--- src/rtl/rcm_pkg.sv ---
package rcm_pkg;

  // ****************************************
  // pci command codes
  // ****************************************
  localparam logic [3:0] CMD_MEM_RD  = 4'h6;
  localparam logic [3:0] CMD_MEM_WR  = 4'h7;
  localparam logic [3:0] CMD_MEM_RDM = 4'hC;
  localparam logic [3:0] CMD_MEM_RDL = 4'hE;
  localparam logic [3:0] CMD_MEM_WRI = 4'hF;

  // ****************************************
  // register map
  // ****************************************
  localparam logic [7:0] OFS_PORT_OPT = 8'h74;
  localparam logic [7:0] OFS_STATUS   = 8'h90;
  localparam logic [7:0] OFS_MASK     = 8'h94;

  localparam logic [15:0] OPT_RESET = 16'h0C6A;
  localparam logic [15:0] OPT_WMASK = 16'h0FFE;

  localparam int OPT_P_RD_ALIAS = 1;
  localparam int OPT_P_WR_ALIAS = 2;
  localparam int OPT_S_RD_ALIAS = 3;
  localparam int OPT_S_WR_ALIAS = 4;
  localparam int OPT_P_LM_ALIAS = 5;
  localparam int OPT_S_LM_ALIAS = 6;
  localparam int OPT_P_WRI_DISC = 7;

  localparam int STS_DT_TMO = 23;
  localparam logic [31:0] STS_WMASK = 32'h0080_0000;

  localparam logic [1:0] RESP_OKAY   = 2'h0;
  localparam logic [1:0] RESP_DECERR = 2'h3;

  // ****************************************
  // carriers
  // ****************************************
  typedef struct packed {
    logic       valid;
    logic [3:0] retry_cmd;
    logic [3:0] queued_cmd;
    logic       addr_hit;
  } rcm_cmp_s;

  typedef struct packed {
    logic done;
    logic retry;
  } rcm_rsp_s;

endpackage

--- src/rtl/rcm_match_ctrl.sv ---
`timescale 1ns/100ps
`default_nettype none

// Function
// RQ1 - timeout sets sticky status bit 23 and serr; w1c; reset clears
// RQ2 - option bit 0 reserved, ignored, reads zero
// RQ3 - bit 1: primary line/multiple retry matches plain read; reset 1
// RQ4 - bit 2: primary write-invalidate retry matches plain write; reset 0
// RQ5 - bit 3: secondary line/multiple retry matches plain read; reset 1
// RQ6 - bit 4: secondary write-invalidate retry matches plain write; reset 0
// RQ7 - bit 5: primary read-line and read-multiple alias; reset 1
// RQ8 - bit 6: secondary read-line and read-multiple alias; reset 1
// RQ9 - bit 7: 0 forwards primary write-invalidate as write, 1 disconnects
// RQ10 - compare each retry with selected rule; complete on match, else retry
module rcm_match_ctrl (
  input  wire logic             mclk,
  input  wire logic             reset,
  input  wire logic [7:0]       s_axi_awaddr,
  input  wire logic             s_axi_awvalid,
  output logic                  s_axi_awready,
  input  wire logic [31:0]      s_axi_wdata,
  input  wire logic [3:0]       s_axi_wstrb,
  input  wire logic             s_axi_wvalid,
  output logic                  s_axi_wready,
  output logic [1:0]            s_axi_bresp,
  output logic                  s_axi_bvalid,
  input  wire logic             s_axi_bready,
  input  wire logic [7:0]       s_axi_araddr,
  input  wire logic             s_axi_arvalid,
  output logic                  s_axi_arready,
  output logic [31:0]           s_axi_rdata,
  output logic [1:0]            s_axi_rresp,
  output logic                  s_axi_rvalid,
  input  wire logic             s_axi_rready,
  input  wire rcm_pkg::rcm_cmp_s pri_cmp,
  input  wire rcm_pkg::rcm_cmp_s sec_cmp,
  output rcm_pkg::rcm_rsp_s     pri_rsp,
  output rcm_pkg::rcm_rsp_s     sec_rsp,
  input  wire logic             master_timeout,
  input  wire logic [3:0]       pri_fwd_in_cmd,
  output logic [3:0]            pri_fwd_out_cmd,
  output logic                  pri_wri_disconnect,
  output logic                  primary_system_error_n,
  output logic                  irq
);

  // ****************************************
  // matching
  // ****************************************
  function automatic logic cmd_match(
    input logic [3:0] inc,
    input logic [3:0] que,
    input logic       rd_alias,
    input logic       wr_alias,
    input logic       lm_alias
  );
    logic inc_lm;
    logic que_lm;
    inc_lm = (inc == rcm_pkg::CMD_MEM_RDL) ||
             (inc == rcm_pkg::CMD_MEM_RDM);
    que_lm = (que == rcm_pkg::CMD_MEM_RDL) ||
             (que == rcm_pkg::CMD_MEM_RDM);
    cmd_match = (inc == que) ||
      (rd_alias && que == rcm_pkg::CMD_MEM_RD && inc_lm) ||
      (wr_alias && que == rcm_pkg::CMD_MEM_WR &&
       inc == rcm_pkg::CMD_MEM_WRI) ||
      (lm_alias && inc_lm && que_lm);
  endfunction

  function automatic logic [7:0] word_ofs(input logic [7:0] a);
    word_ofs = {a[7:2], 2'b00};
  endfunction

  logic [15:0] port_opt_reg;
  logic [31:0] status_reg;
  logic [31:0] mask_reg;
  logic [7:0]  aw_addr_reg;
  logic        aw_have_reg;
  logic [31:0] w_data_reg;
  logic [3:0]  w_strb_reg;
  logic        w_have_reg;
  logic        wr_go;
  logic [31:0] wr_bits;
  logic [31:0] rd_next;
  logic        rd_hit_next;

  assign wr_go = aw_have_reg && w_have_reg && !s_axi_bvalid;

  always_comb begin
    for (int i = 0; i < 4; i++) begin
      wr_bits[i*8 +: 8] = w_strb_reg[i] ? w_data_reg[i*8 +: 8]
                                        : 8'h00;
    end
  end

  always_ff @(posedge mclk) begin
    if (reset) begin
      pri_rsp <= '0;
    end else begin
      pri_rsp.done  <= pri_cmp.valid && pri_cmp.addr_hit && // RQ10
        cmd_match(pri_cmp.retry_cmd, pri_cmp.queued_cmd,
                  port_opt_reg[rcm_pkg::OPT_P_RD_ALIAS],  // RQ3
                  port_opt_reg[rcm_pkg::OPT_P_WR_ALIAS],  // RQ4
                  port_opt_reg[rcm_pkg::OPT_P_LM_ALIAS]); // RQ7
      pri_rsp.retry <= pri_cmp.valid && !(pri_cmp.addr_hit && // RQ10
        cmd_match(pri_cmp.retry_cmd, pri_cmp.queued_cmd,
                  port_opt_reg[rcm_pkg::OPT_P_RD_ALIAS],
                  port_opt_reg[rcm_pkg::OPT_P_WR_ALIAS],
                  port_opt_reg[rcm_pkg::OPT_P_LM_ALIAS]));
    end
  end

  always_ff @(posedge mclk) begin
    if (reset) begin
      sec_rsp <= '0;
    end else begin
      sec_rsp.done  <= sec_cmp.valid && sec_cmp.addr_hit && // RQ10
        cmd_match(sec_cmp.retry_cmd, sec_cmp.queued_cmd,
                  port_opt_reg[rcm_pkg::OPT_S_RD_ALIAS],  // RQ5
                  port_opt_reg[rcm_pkg::OPT_S_WR_ALIAS],  // RQ6
                  port_opt_reg[rcm_pkg::OPT_S_LM_ALIAS]); // RQ8
      sec_rsp.retry <= sec_cmp.valid && !(sec_cmp.addr_hit && // RQ10
        cmd_match(sec_cmp.retry_cmd, sec_cmp.queued_cmd,
                  port_opt_reg[rcm_pkg::OPT_S_RD_ALIAS],
                  port_opt_reg[rcm_pkg::OPT_S_WR_ALIAS],
                  port_opt_reg[rcm_pkg::OPT_S_LM_ALIAS]));
    end
  end

  // ****************************************
  // primary write-invalidate forwarding
  // ****************************************
  always_ff @(posedge mclk) begin
    if (reset) begin
      pri_fwd_out_cmd    <= 4'h0;
      pri_wri_disconnect <= 1'b0;
    end else begin
      pri_wri_disconnect <= port_opt_reg[rcm_pkg::OPT_P_WRI_DISC]; // RQ9
      if (!port_opt_reg[rcm_pkg::OPT_P_WRI_DISC] &&
          pri_fwd_in_cmd == rcm_pkg::CMD_MEM_WRI) begin
        pri_fwd_out_cmd <= rcm_pkg::CMD_MEM_WR; // RQ9
      end else begin
        pri_fwd_out_cmd <= pri_fwd_in_cmd;
      end
    end
  end

  // ****************************************
  // registers
  // ****************************************
  always_ff @(posedge mclk) begin
    if (reset) begin
      port_opt_reg <= rcm_pkg::OPT_RESET; // RQ3
    end else if (wr_go &&
                 word_ofs(aw_addr_reg) == rcm_pkg::OFS_PORT_OPT) begin
      // bit 0 and the top nibble never take a write
      port_opt_reg <= (port_opt_reg & ~rcm_pkg::OPT_WMASK) | // RQ2
                      (wr_bits[15:0] & rcm_pkg::OPT_WMASK);
    end
  end

  // a timeout in the same cycle as the clearing write keeps the flag
  always_ff @(posedge mclk) begin
    if (reset) begin
      status_reg <= 32'h0000_0000; // RQ1
    end else begin
      if (wr_go && word_ofs(aw_addr_reg) == rcm_pkg::OFS_STATUS) begin
        status_reg <= status_reg & ~(wr_bits & rcm_pkg::STS_WMASK);
      end
      if (master_timeout) begin
        status_reg[rcm_pkg::STS_DT_TMO] <= 1'b1; // RQ1
      end
    end
  end

  always_ff @(posedge mclk) begin
    if (reset) begin
      mask_reg <= 32'h0000_0000;
    end else if (wr_go &&
                 word_ofs(aw_addr_reg) == rcm_pkg::OFS_MASK) begin
      mask_reg <= wr_bits & rcm_pkg::STS_WMASK;
    end
  end

  // serr follows the flag one cycle later, as does irq
  always_ff @(posedge mclk) begin
    if (reset) begin
      primary_system_error_n <= 1'b1;
      irq                    <= 1'b0;
    end else begin
      primary_system_error_n <= !status_reg[rcm_pkg::STS_DT_TMO]; // RQ1
      irq                    <= |(status_reg & mask_reg);
    end
  end

  // ****************************************
  // axi4-lite write channel
  // ****************************************
  always_ff @(posedge mclk) begin
    if (reset) begin
      s_axi_awready <= 1'b0;
      aw_have_reg   <= 1'b0;
      aw_addr_reg   <= 8'h00;
    end else begin
      s_axi_awready <= s_axi_awvalid && !s_axi_awready &&
                       !aw_have_reg && !s_axi_bvalid;
      if (s_axi_awvalid && s_axi_awready) begin
        aw_have_reg <= 1'b1;
        aw_addr_reg <= s_axi_awaddr;
      end else if (wr_go) begin
        aw_have_reg <= 1'b0;
      end
    end
  end

  always_ff @(posedge mclk) begin
    if (reset) begin
      s_axi_wready <= 1'b0;
      w_have_reg   <= 1'b0;
      w_data_reg   <= 32'h0000_0000;
      w_strb_reg   <= 4'h0;
    end else begin
      s_axi_wready <= s_axi_wvalid && !s_axi_wready &&
                      !w_have_reg && !s_axi_bvalid;
      if (s_axi_wvalid && s_axi_wready) begin
        w_have_reg <= 1'b1;
        w_data_reg <= s_axi_wdata;
        w_strb_reg <= s_axi_wstrb;
      end else if (wr_go) begin
        w_have_reg <= 1'b0;
      end
    end
  end

  always_ff @(posedge mclk) begin
    if (reset) begin
      s_axi_bvalid <= 1'b0;
      s_axi_bresp  <= rcm_pkg::RESP_OKAY;
    end else if (wr_go) begin
      s_axi_bvalid <= 1'b1;
      case (word_ofs(aw_addr_reg))
        rcm_pkg::OFS_PORT_OPT,
        rcm_pkg::OFS_STATUS,
        rcm_pkg::OFS_MASK: s_axi_bresp <= rcm_pkg::RESP_OKAY;
        default:           s_axi_bresp <= rcm_pkg::RESP_DECERR;
      endcase
    end else if (s_axi_bready) begin
      s_axi_bvalid <= 1'b0;
    end
  end

  // ****************************************
  // axi4-lite read channel
  // ****************************************
  always_comb begin
    rd_hit_next = 1'b1;
    rd_next     = 32'h0000_0000;
    case (word_ofs(s_axi_araddr))
      rcm_pkg::OFS_PORT_OPT: rd_next = {16'h0000, port_opt_reg}; // RQ2
      rcm_pkg::OFS_STATUS:   rd_next = status_reg;
      rcm_pkg::OFS_MASK:     rd_next = mask_reg;
      default:               rd_hit_next = 1'b0;
    endcase
  end

  always_ff @(posedge mclk) begin
    if (reset) begin
      s_axi_arready <= 1'b0;
      s_axi_rvalid  <= 1'b0;
      s_axi_rdata   <= 32'h0000_0000;
      s_axi_rresp   <= rcm_pkg::RESP_OKAY;
    end else begin
      s_axi_arready <= s_axi_arvalid && !s_axi_arready && !s_axi_rvalid;
      if (s_axi_arvalid && s_axi_arready) begin
        s_axi_rvalid <= 1'b1;
        s_axi_rdata  <= rd_next;
        s_axi_rresp  <= rd_hit_next ? rcm_pkg::RESP_OKAY
                                    : rcm_pkg::RESP_DECERR;
      end else if (s_axi_rready) begin
        s_axi_rvalid <= 1'b0;
      end
    end
  end
endmodule

`default_nettype wire

--- config.mk ---
export PLATFORM = sky130hd
export DESIGN_NAME = rcm_match_ctrl
export DESIGN_NICKNAME = d
export VERILOG_FILES = /design/src/rtl/rcm_pkg.sv /design/src/rtl/rcm_match_ctrl.sv
export SDC_FILE = /design/constraint.sdc
export NUM_CORES = 1
export LEC_CHECK = 0
export ABC_AREA = 1
export ABC_CLOCK_PERIOD_IN_PS = 3200
export BUFFER_PORTS_ARGS = -buffer_cell sky130_fd_sc_hd__clkbuf_2
export CORE_UTILIZATION = 40
export DETAILED_ROUTE_END_ITERATION = 7
export HOLD_SLACK_MARGIN = 0.03
export PLACE_DENSITY = 0.81
export SLEW_MARGIN = 20
export SYNTH_ARGS = -nofsm -noshare
export SYNTH_HDL_FRONTEND = slang
export SYNTH_SLANG_ARGS = --single-unit
export TNS_END_PERCENT = 50
--- constraint.sdc ---
create_clock -name mclk -period 3.2 [get_ports mclk]
set_clock_uncertainty 0.15 [all_clocks]
set_input_delay 0.16 -clock mclk [delete_from_list [all_inputs] [get_ports mclk]]
set_output_delay 0.16 -clock mclk [all_outputs]
set_load 0.02 [all_outputs]
==> After elaboration in Yosys (flattened, before gate mapping) <==
Index checks and enable logic that the tools add are counted.
W data, S select, Z words.
{ "totals": {"word_cells": 137, "out_inout_bits": 52, "input_bits": 84, "latchBits": 0, "romBits": 0, "ff_bits": 138, "mem_count": 0, "ram_bits": 0} }
{ "op_classes": {"div": 0, "bitwise_logic": 4, "reduce_logical": 67, "n_eq_ne": 23, "n_mux": 17, "shift": 0, "add_sub_neg": 0, "multipliers": 0, "n_lt_le_gt_ge": 0} }
{ "ops": {"columns": ["op", "count"], "rows": [
  ["$pmux W32 S3", 1],
  ["$eq A4 B4 Y1 const B", 11],
  ["$logic_and A1 B1 Y1", 37],
  ["$and A32 B24 Y32", 1],
  ["$and A32 B32 Y32", 1],
  ["$not A24 Y32", 1],
  ["$reduce_or A32 Y1", 1],
  ["$eq A6 B6 Y1 const B", 4],
  ["$mux W24", 1],
  ["$eq A4 B3 Y1 const B", 4],
  ["$mux W8", 2],
  ["$or A16 B12 Y16", 1],
  ["$eq A6 B5 Y1 const B", 2],
  ["$logic_not A1 Y1", 11],
  ["$logic_or A1 B1 Y1", 10],
  ["$reduce_bool A2 Y1", 5],
  ["$mux W1", 9],
  ["$eq A4 B4 Y1", 2],
  ["$reduce_or A3 Y1", 2],
  ["$mux W2", 2],
  ["$mux W4", 1],
  ["$mux W3", 1],
  ["$reduce_or A2 Y1", 1]
]} }

==> Longest topological paths before layout <==
Gate-level depths: netlist of run 1.
{ "logic_depth": {"depth_word": 9, "ltp_mapped": 8, "depth_no_buf": 8} }

==> Worst setup path before layout of run 1 <==
Ideal clock, no wire load.
{ "synth_path": {"kind": "register -> register", "from": "register s_axi_bvalid", "to": "register port_opt_reg[8]", "required_ns": 2.922, "period_less_slack_ns": 1.309, "path_slack_ns": 1.891, "arrival_time_ns": 1.032, "setup_time_ns": 0.128, "stages_incl_launch_ff": 8, "n_path_buf": 1, "path_cell_list": "dfxtp_1 nor2_2 nand3_2 inv_1 buf_6 nand2_1 nand2_1 nor2_1"} }
{ "synth_via": {"elab_chain_cells": 3} }
{ "synth_lines": {"columns": ["item", "line", "text"], "rows": [
  ["from (decl)", "rcm_match_ctrl.sv:26", "output logic s_axi_bvalid,"],
  ["from (signal assigned)", "rcm_match_ctrl.sv:237", "s_axi_bvalid <= 1'b0;"],
  ["from (signal assigned)", "rcm_match_ctrl.sv:240", "s_axi_bvalid <= 1'b1;"],
  ["from (signal assigned)", "rcm_match_ctrl.sv:248", "s_axi_bvalid <= 1'b0;"],
  ["$logic_not A1 Y1", "rcm_match_ctrl.sv:87", "assign wr_go = aw_have_reg && w_have_reg && !s_axi_bvalid;"],
  ["$logic_and A1 B1 Y1", "rcm_match_ctrl.sv:87", null],
  ["$logic_and A1 B1 Y1", "rcm_match_ctrl.sv:154", "end else if (wr_go &&"],
  ["to (signal assigned)", "rcm_match_ctrl.sv:153", "port_opt_reg <= rcm_pkg::OPT_RESET;"],
  ["to (signal assigned)", "rcm_match_ctrl.sv:157", "port_opt_reg <= (port_opt_reg & ~rcm_pkg::OPT_WMASK) |"],
  ["to (decl)", "rcm_match_ctrl.sv:74", "logic [15:0] port_opt_reg;"]
]} }
Every way passes these cells.
A chain may end at the register's enable or synchronous reset.

==> Worst setup path after layout of run 1 <==
{ "layout_path": {"from": "input port s_axi_araddr[5]", "to": "register s_axi_rdata[23]"} }
{ "layout_via": {"elab_chain_cells": 2, "elab_cells_between_ends": 4, "cone_classes": "eq/ne (3); mux (1)"} }
{ "layout_lines": {"columns": ["item", "line", "text"], "rows": [
  ["from (decl)", "rcm_match_ctrl.sv:28", "input wire logic [7:0] s_axi_araddr,"],
  ["$eq A6 B6 Y1 or $eq A6 B5 Y1 (tied branches)", "rcm_match_ctrl.sv:258", "case (word_ofs(s_axi_araddr))"],
  ["$pmux W32 S3 *", "rcm_match_ctrl.sv:258", null],
  ["to (signal assigned)", "rcm_match_ctrl.sv:276", "s_axi_rdata <= rd_next;"],
  ["to (decl)", "rcm_match_ctrl.sv:31", "output logic [31:0] s_axi_rdata,"]
]} }
Every way passes the cells marked *; elsewhere a longest branch is shown, timed or not.

==> flow_summary.ini, run 1 <==
[sta]
max_freq_ghz = 0.579
tightest_slew_ns = 0.800
period_share = 0.540
maxSlewHeadroom = 0.465
rsz0062_at_grt = false
finalHoldViolCount = 0
setup-tns-final_ns = 0
setup_viol = 0
finalCriticalPeriod_ns = 1.73
whs_ns = 0.0503
slew_violations = 0

[cells_and_area]
final_cell_mix = clkbuf_2 (95), nand2_1 (93), dfxtp_1 (67)
final_util = 0.573
nNetsFinal = 618
layout-drive-gt1-share = 0.210
stdcell_count = 635
layout_commonest_cell = clkbuf_2
largest_reg_flops = 13
area_growth_pct = 36.1
num_antenna_cells = 0

[synth]
synth_cell_types = 22
syn_inst = 409
synth.avg_cell_area_um2 = 7.07
netlist_area_um2 = 2890
synth_seq_area_share = 0.464
ys_warn_count = 0
synth_seq_cells = 67

[drt]
vias = 2920
antenna_left = 0
drc = 0
drt_first_pass_iters = 4
drt_iter0_drc = 131
totalWireLength_um = 6770
routedWlPerCell_um = 10.7
avgViaCountPerCell = 4.60

[clocking]
cts_tree = built
numCtsBuffers = 9
clk_pin_slew_ns = 0.07
cts-root-buf = clkbuf_8
post_cts_resized = 0
clock_sinks = 67
clk_path_buf_depth = 2
htree_levels = 3
clk_latency_ns = 0.33

[placement]
place.gp.congestion = 0.772
place_inst = 578
dp_hpwl_um = 4570
io_buffers = 95

[job]
maxCapViolCount = 0

[pwr]
ir_drop_mv = 0.184
p_per_area_nw_per_um2 = 478
p_leak_nw = 1.89

[grt]
antenna_found_initial = 0
grt_most_used_layer = met2
use_met2 = 0.334
track_usage = 0.190
grt_pass1_vias = 2673
grt_max_degree = 44
grt_first_pass_wirelength_um = 11300
grt-ovfl-total = 0
grtUsageMet3 = 0.0294
use_met1 = 0.220

[floorplanning]
die_w_um = 87.0
io_pins = 136
core_area_um2 = 6870
die_h_um = 87.0
dieArea_um2 = 7570
start_util = 0.421
num_rows = 30

[worst_setup_path]
required_ns = 3.31
crit_path_max_fanout = 2
start_kind = input pin
end_kind = flop
crit_type = input pin to flop
rr_worst_depth = 7
cp.arrival_ns = 1.84

[worst_hold_path]
min_path_type = input pin to flop
min_path_cells = 5

[outcome]
run_status = finished clean
[worst max-delay path, stage by stage]
cell	delay (ns)
dlygate4sd3_1	0.53
clkbuf_2	0.11
nor3b_1	0.23
dlygate4sd3_1	0.59
nand3_1	0.07
a21oi_1	0.14
[metal layers]
layer	vias to the layer above	wire, um
met5	-	0
met2	87	3290
met4	0	195
li1	1512	-
met3	21	258
met1	1300	3020
[Yosys cell counts]
library cell | count | area [um2]
nor3b_1 | 2 | 15.0
nor4_1 | 2 | 12.5
conb_1 | 1 | 3.75
nor2_2 | 1 | 6.26
a41oi_1 | 1 | 8.76
dfxtp_1 | 67 | 1340
nor3_2 | 1 | 10.0
nand3b_1 | 1 | 7.51
o21ai_0 | 37 | 185
buf_1 | 2 | 7.51
nand3_2 | 1 | 10.0
a21oi_1 | 31 | 155
nor2_1 | 63 | 236
nand4_1 | 3 | 18.8
buf_6 | 2 | 22.5
buf_2 | 7 | 35.0
nand3_1 | 25 | 125
nand2_1 | 93 | 349
inv_1 | 41 | 154
clkbuf_1 | 5 | 18.8
buf_4 | 21 | 158
nor3_1 | 2 | 10.0
[final timing paths]
check	from	endpoint	slack [ns]
min reg2reg	s_axi_wready	s_axi_wready	0.29
min	s_axi_araddr[3]	s_axi_rresp[0]	0.05
max reg2reg	aw_addr_reg[2]	port_opt_reg[8]	1.55
max	s_axi_araddr[5]	s_axi_rdata[23]	1.47
[area by class of cell]
type / instances / area, um2
tap: 96 / 120
clock buffer: 12 / 145
inverter: 41 / 154
fill: 661 / 2940
timing repair buffer: 137 / 893
sequential: 67 / 1340
multi-input combinational: 278 / 1210
clock inverter: 4 / 73.8
[kinds of logic (layout without fill, tap and decap cells)]
logic type / after synthesis / in the layout / synth area share
AOI/OAI and AO/OA: 69 / 69 / 0.121
buffers and inverters: 78 / 194 / 0.137
DFF: 67 / 67 / 0.464
and+or+nand+nor: 194 / 194 / 0.277
other: 1 / 15 / 0.00130
[report_power, final]
part	total [mW]	switching, mW	internal, mW
Sequential	0.884	0.0182	0.866
Combinational	0.229	0.130	0.0989
Clock	0.769	0.308	0.461
Total	1.88	0.456	1.43
[through the flow]
stage               setup WS [ns]  total power [mW]  cell area [um2]
finish                       1.47              1.88             3930
global route                 1.35              1.97             3930
CTS                          1.48              1.90             3930
detailed placement           1.57              1.09             3300
global placement             1.56              1.09             3300
floorplan                    1.89              1.03             2940
[timing repair]
action | in CTS | in global routing
buffers inserted | 0 | 0
hold buffers | 41 | 0
hold endpoints to repair | 36 | 0
endpoints found under the setup margin | 0 | 0
(Power assumes the default switching activity.)
==> run 2: changes to the inputs <==
Settings changed: ABC_CLOCK_PERIOD_IN_PS 3200 to 1800.
Clock period 3.2 ns to 1.8 ns, I/O delays scaled along.
==> run 2 against run 1 <==
  * Non-clock buffer count grew 9
  * Design area grew 2.4%
  * Combinational power grew 83%
  * Flip-flop and latch count is the same
  * Worst setup slack lost 1.3 ns
==> flow_summary.ini, run 2 (same netlist as run 1, synthesis figures left out) <==
[outcome]
run_status = finished clean

[worst_setup_path]
end_kind = flop
startpoint = port_opt_reg[4]
critPathSlowestCell = dlygate4sd3_1
crit_type = flop to flop
cp.arrival_ns = 1.70
crit_chain = nand2_1 -> nor2_1 -> nand3_1 -> nand3_1 -> a21oi_1 -> dlygate4sd3_1
ff2ff_setup_slack_ns = 0.17
r2r-start = port_opt_reg[4]
start_kind = flop
crit_path_max_fanout = 3
crit_top_cell = nand3_1
slowest_delay_ns = 0.56
required_ns = 1.87

[cells_and_area]
nNetsFinal = 627
fillers = 633
area_growth_pct = 39.4
final_cell_mix = clkbuf_2 (95), nand2_1 (93), dfxtp_1 (67)
num_antenna_cells = 0
layout_commonest_cell = clkbuf_2
layout-drive-gt1-share = 0.223
largest_reg_flops = 13
stdcell_area_um2 = 4030

[pwr]
p_per_area_nw_per_um2 = 861
power.share.sequential = 0.453
power_frac_clock = 0.426
switchingPower_mw = 0.826
switching_share = 0.238
p_leak_nw = 1.94
ir_drop_mv = 0.409
p_int_mw = 2.64
combPwrFrac = 0.121

[floorplanning]
num_rows = 30
die_w_um = 87.0
die_h_um = 87.0
dieArea_um2 = 7570
core_area_um2 = 6870
io_pins = 136
start_util = 0.421

[drt]
drt_iter0_drc = 97
antenna_left = 0
vias = 2935
avgViaCountPerCell = 4.56
totalWireLength_um = 6880
routedWlPerCell_um = 10.7
drc = 0
drt_first_pass_iters = 4

[placement]
place.gp.congestion = 0.799
pre_cts_ws_ns = 0.430
dp_hpwl_um = 4740
postPlaceCellArea_um2 = 3360
io_buffers = 95

[clocking]
cts-root-buf = clkbuf_8
post_cts_resized = 0
clk_path_buf_depth = 2
numCtsBuffers = 9
cts_tree = built
htree_levels = 3
clk_latency_ns = 0.33
clk_pin_slew_ns = 0.08
clock_sinks = 67

[grt]
grt-ovfl-total = 0
grt_pass1_vias = 2721
antenna_found_initial = 0
track_usage = 0.192
grt_max_degree = 27
grt_first_pass_wirelength_um = 11400

[sta]
whs_ns = 0.0455
rsz0062_at_grt = false
setup_ws_ns = 0.167
setup-tns-final_ns = 0
setup_viol = 0
period_share = 0.907
finalHoldViolCount = 0
slew_violations = 0
finalCriticalPeriod_ns = 1.63
max_freq_ghz = 0.612

[worst_hold_path]
min_path_type = input pin to flop
worstHoldStart = reset

[job]
maxCapViolCount = 0
run 2: changes by cell type in the layout (fill, tap and decap cells not counted):
cell           before  now
buf_4               1    8
bufinv_16           2    3
clkbuf_1            2    0
clkbuf_8           10    9
clkinv_2            1    2
clkinvlp_4          0    1
dlygate4sd3_1      41   43
run 2: stage by stage:
stage          cells  power, mW   util
4_1_cts          644       3.50  0.586
6_report         644       3.47  0.586
2_1_floorplan    423       1.83      -
5_1_grt          644       3.63  0.586
3_3_place_gp     585       1.94  0.489
3_5_place_dp     585       1.95  0.489
run 2: power groups by stage:
| stage | Combinational (mW) | Clock, mW | Sequential [mW] |
|---|---|---|---|
| floorplan | 0.201 | 0 | 1.63 |
| global placement | 0.334 | 0 | 1.60 |
| detailed placement | 0.345 | 0 | 1.61 |
| CTS | 0.417 | 1.51 | 1.57 |
| global route | 0.470 | 1.58 | 1.58 |
| finish | 0.420 | 1.48 | 1.57 |
run 2: metal layers:
layer  global-route usage  wire length, um  up-vias
li1                     -                -     1534
met5                    0                0        -
met1                0.217             2980     1304
met3               0.0427              303       12
met2                0.338             3470       85
met4                0.103              121        0
run 2: worst paths after layout:
kind / endpoint / cells after the start
max: sec_rsp[0] / 6
min: pri_fwd_out_cmd[0] / 3
max reg2reg: sec_rsp[0] / 6
min reg2reg: s_axi_arready / 1
run 2: critical path: cells and delay by family, from the launching register on:
kind                   cells  cell delay [ns]
buffers and inverters      1             0.56
flip-flops                 1             0.39
AND/OR/NAND/NOR            4             0.36
AO/OA/AOI/OAI              1             0.07
run 2: layout make-up:
class                   count  area [um2]  share of cell area
clock buffers               9         124              0.0308
clock inverters             7         116              0.0289
inverters                  41         154              0.0382
multi-input cells         278        1210               0.299
flip-flops and latches     67        1340               0.333
well taps                  96         120              0.0298
repair buffers            146         966               0.240
run 2: repair_timing:
action                                 in CTS  in global routing
hold buffers                               43                  0
endpoints found under the hold margin      37                  0
buffers inserted                            0                  0
==> run 3: changes to the inputs <==
Settings changed: GPL_ROUTABILITY_DRIVEN from default to 0, RECOVER_POWER from default to 50.
==> run 3 against run 2 <==
  * First-iteration DRC count rose by 4.1%
  * Non-clock buffer count is the same
  * Total power fell by 0.14%
  * Flip-flop and latch count stayed put
  * Clock power is essentially flat
  * Global-route usage unchanged
  * Sequential power is essentially flat
  * Wire length is 1.1% higher
  * Via count about the same
  * Worst hold slack is essentially flat
  * Final cell count did not move
  * Worst setup slack barely moved
  * Largest power group unchanged
  * Highest routed layer unchanged
==> flow_summary.ini, run 3 (same netlist as run 1, synthesis figures left out) <==
[outcome]
run_status = finished clean

[clocking]
htree_levels = 3
cts_tree = built
clk_pin_slew_ns = 0.08
numCtsBuffers = 9
clock_sinks = 67
clk_latency_ns = 0.33
post_cts_buffers = 0
post_cts_resized = 0
cts-root-buf = clkbuf_8
clk_path_buf_depth = 2

[cells_and_area]
largest_reg_flops = 13
layout-drive-gt1-share = 0.150
nNetsFinal = 627
fillers = 658
num_antenna_cells = 0
final_cell_mix = nand2_1 (93), dfxtp_1 (67), nor2_1 (63)
area_growth_pct = 37.5
layout_commonest_cell = nand2_1

[sta]
finalHoldViolCount = 0
setup_ws_ns = 0.168
setup-tns-final_ns = 0
slew_violations = 0
setup_viol = 0
max_freq_ghz = 0.613
rsz0062_at_grt = false
finalCriticalPeriod_ns = 1.63
period_share = 0.907

[floorplanning]
core_area_um2 = 6870
die_h_um = 87.0
start_util = 0.421
die_w_um = 87.0
dieArea_um2 = 7570
num_rows = 30
io_pins = 136

[worst_setup_path]
r2r-start = port_opt_reg[4]
cp.arrival_ns = 1.70
end_kind = flop
r2r-end = sec_rsp[0]
rr_worst_depth = 6
start_kind = flop
ff2ff_setup_slack_ns = 0.17
required_ns = 1.87
crit_type = flop to flop
crit_path_max_fanout = 3

[grt]
use_met1 = 0.217
grt-ovfl-total = 0
grt_most_used_layer = met2
grtUsageMet3 = 0.0427
use_met2 = 0.338
grt_first_pass_wirelength_um = 11400
track_usage = 0.192
antenna_found_initial = 0
grt_pass1_vias = 2721
grt_max_degree = 27

[placement]
dp_hpwl_um = 4740
io_buffers = 95
pre_cts_ws_ns = 0.430

[worst_hold_path]
whs_endpoint = pri_fwd_out_cmd[0]
min_path_type = input pin to flop
min_path_cells = 3
worstHoldStart = reset

[drt]
totalWireLength_um = 6950
vias = 2933
drt_iter0_drc = 101
antenna_left = 0
avgViaCountPerCell = 4.55
drc = 0
drt_first_pass_iters = 4
routedWlPerCell_um = 10.8

[pwr]
p_leak_nw = 1.81
ir_drop_mv = 0.413
p_per_area_nw_per_um2 = 871

[job]
maxCapViolCount = 0
[run 3: changes by cell type in the layout (fill, tap and decap cells not counted)]
| cell | delta |
|---|---|
| clkbuf_1 | +40 |
| clkbuf_2 | -39 |
| buf_4 | -1 |
[run 3: worst max-delay path by stage]
stage / from / endpoint / slack [ns] / cells past startpoint
after floorplan: s_axi_bvalid / port_opt_reg[8] / 0.49 / 7
after global placement: w_have_reg / port_opt_reg[2] / 0.43 / 7
after detailed placement: aw_have_reg / port_opt_reg[2] / 0.43 / 7
after CTS: port_opt_reg[4] / sec_rsp[0] / 0.19 / 6
after global routing: s_axi_araddr[5] / s_axi_rdata[23] / 0.06 / 6
final: port_opt_reg[4] / sec_rsp[0] / 0.17 / 6
[run 3: metrics by stage]
stage | std cells | hold WS, ns | area [um2] | util | power, mW
after global placement | 585 | 0.134 | 3360 | 0.489 | 1.94
after global routing | 644 | 0.0363 | 3980 | 0.579 | 3.62
after CTS | 644 | 0.0337 | 4030 | 0.586 | 3.50
after floorplan | 423 | 0.0233 | 2940 | - | 1.83
final | 644 | 0.0456 | 3980 | 0.579 | 3.46
after detailed placement | 585 | 0.152 | 3360 | 0.489 | 1.95
[run 3: critical path, cell delays in order, from the launching register on]
cell and delay [ns]:
dfxtp_1 0.39, nand2_1 0.07, nor2_1 0.09, nand3_1 0.08, nand3_1 0.12, a21oi_1 0.07, dlygate4sd3_1 0.56
[run 3: area by class of cell]
| type | count | area (um2) | share of cell area |
|---|---|---|---|
| timing repair buffer | 146 | 913 | 0.230 |
| tap | 96 | 120 | 0.0302 |
| clock inverter | 7 | 116 | 0.0293 |
| sequential | 67 | 1340 | 0.337 |
| clock buffer | 9 | 124 | 0.0312 |
| inverter | 41 | 154 | 0.0387 |
| multi-input combinational | 278 | 1210 | 0.303 |
[run 3: report_power, final]
| part | switching [mW] | internal (mW) | total (mW) |
|---|---|---|---|
| Sequential | 0.0332 | 1.54 | 1.57 |
| Combinational | 0.234 | 0.177 | 0.411 |
| Clock | 0.563 | 0.917 | 1.48 |
[run 3: metal layers]
| layer | vias to the layer above | wire length (um) |
|---|---|---|
| met4 | 0 | 120 |
| met2 | 91 | 3530 |
| met1 | 1294 | 2970 |
| li1 | 1536 | - |
| met5 | - | 0 |
| met3 | 12 | 337 |
[run 3: timing repair]
item                       CTS  global route
hold endpoints to repair    37             0
hold buffers                43             0
setup endpoints to repair    0             0
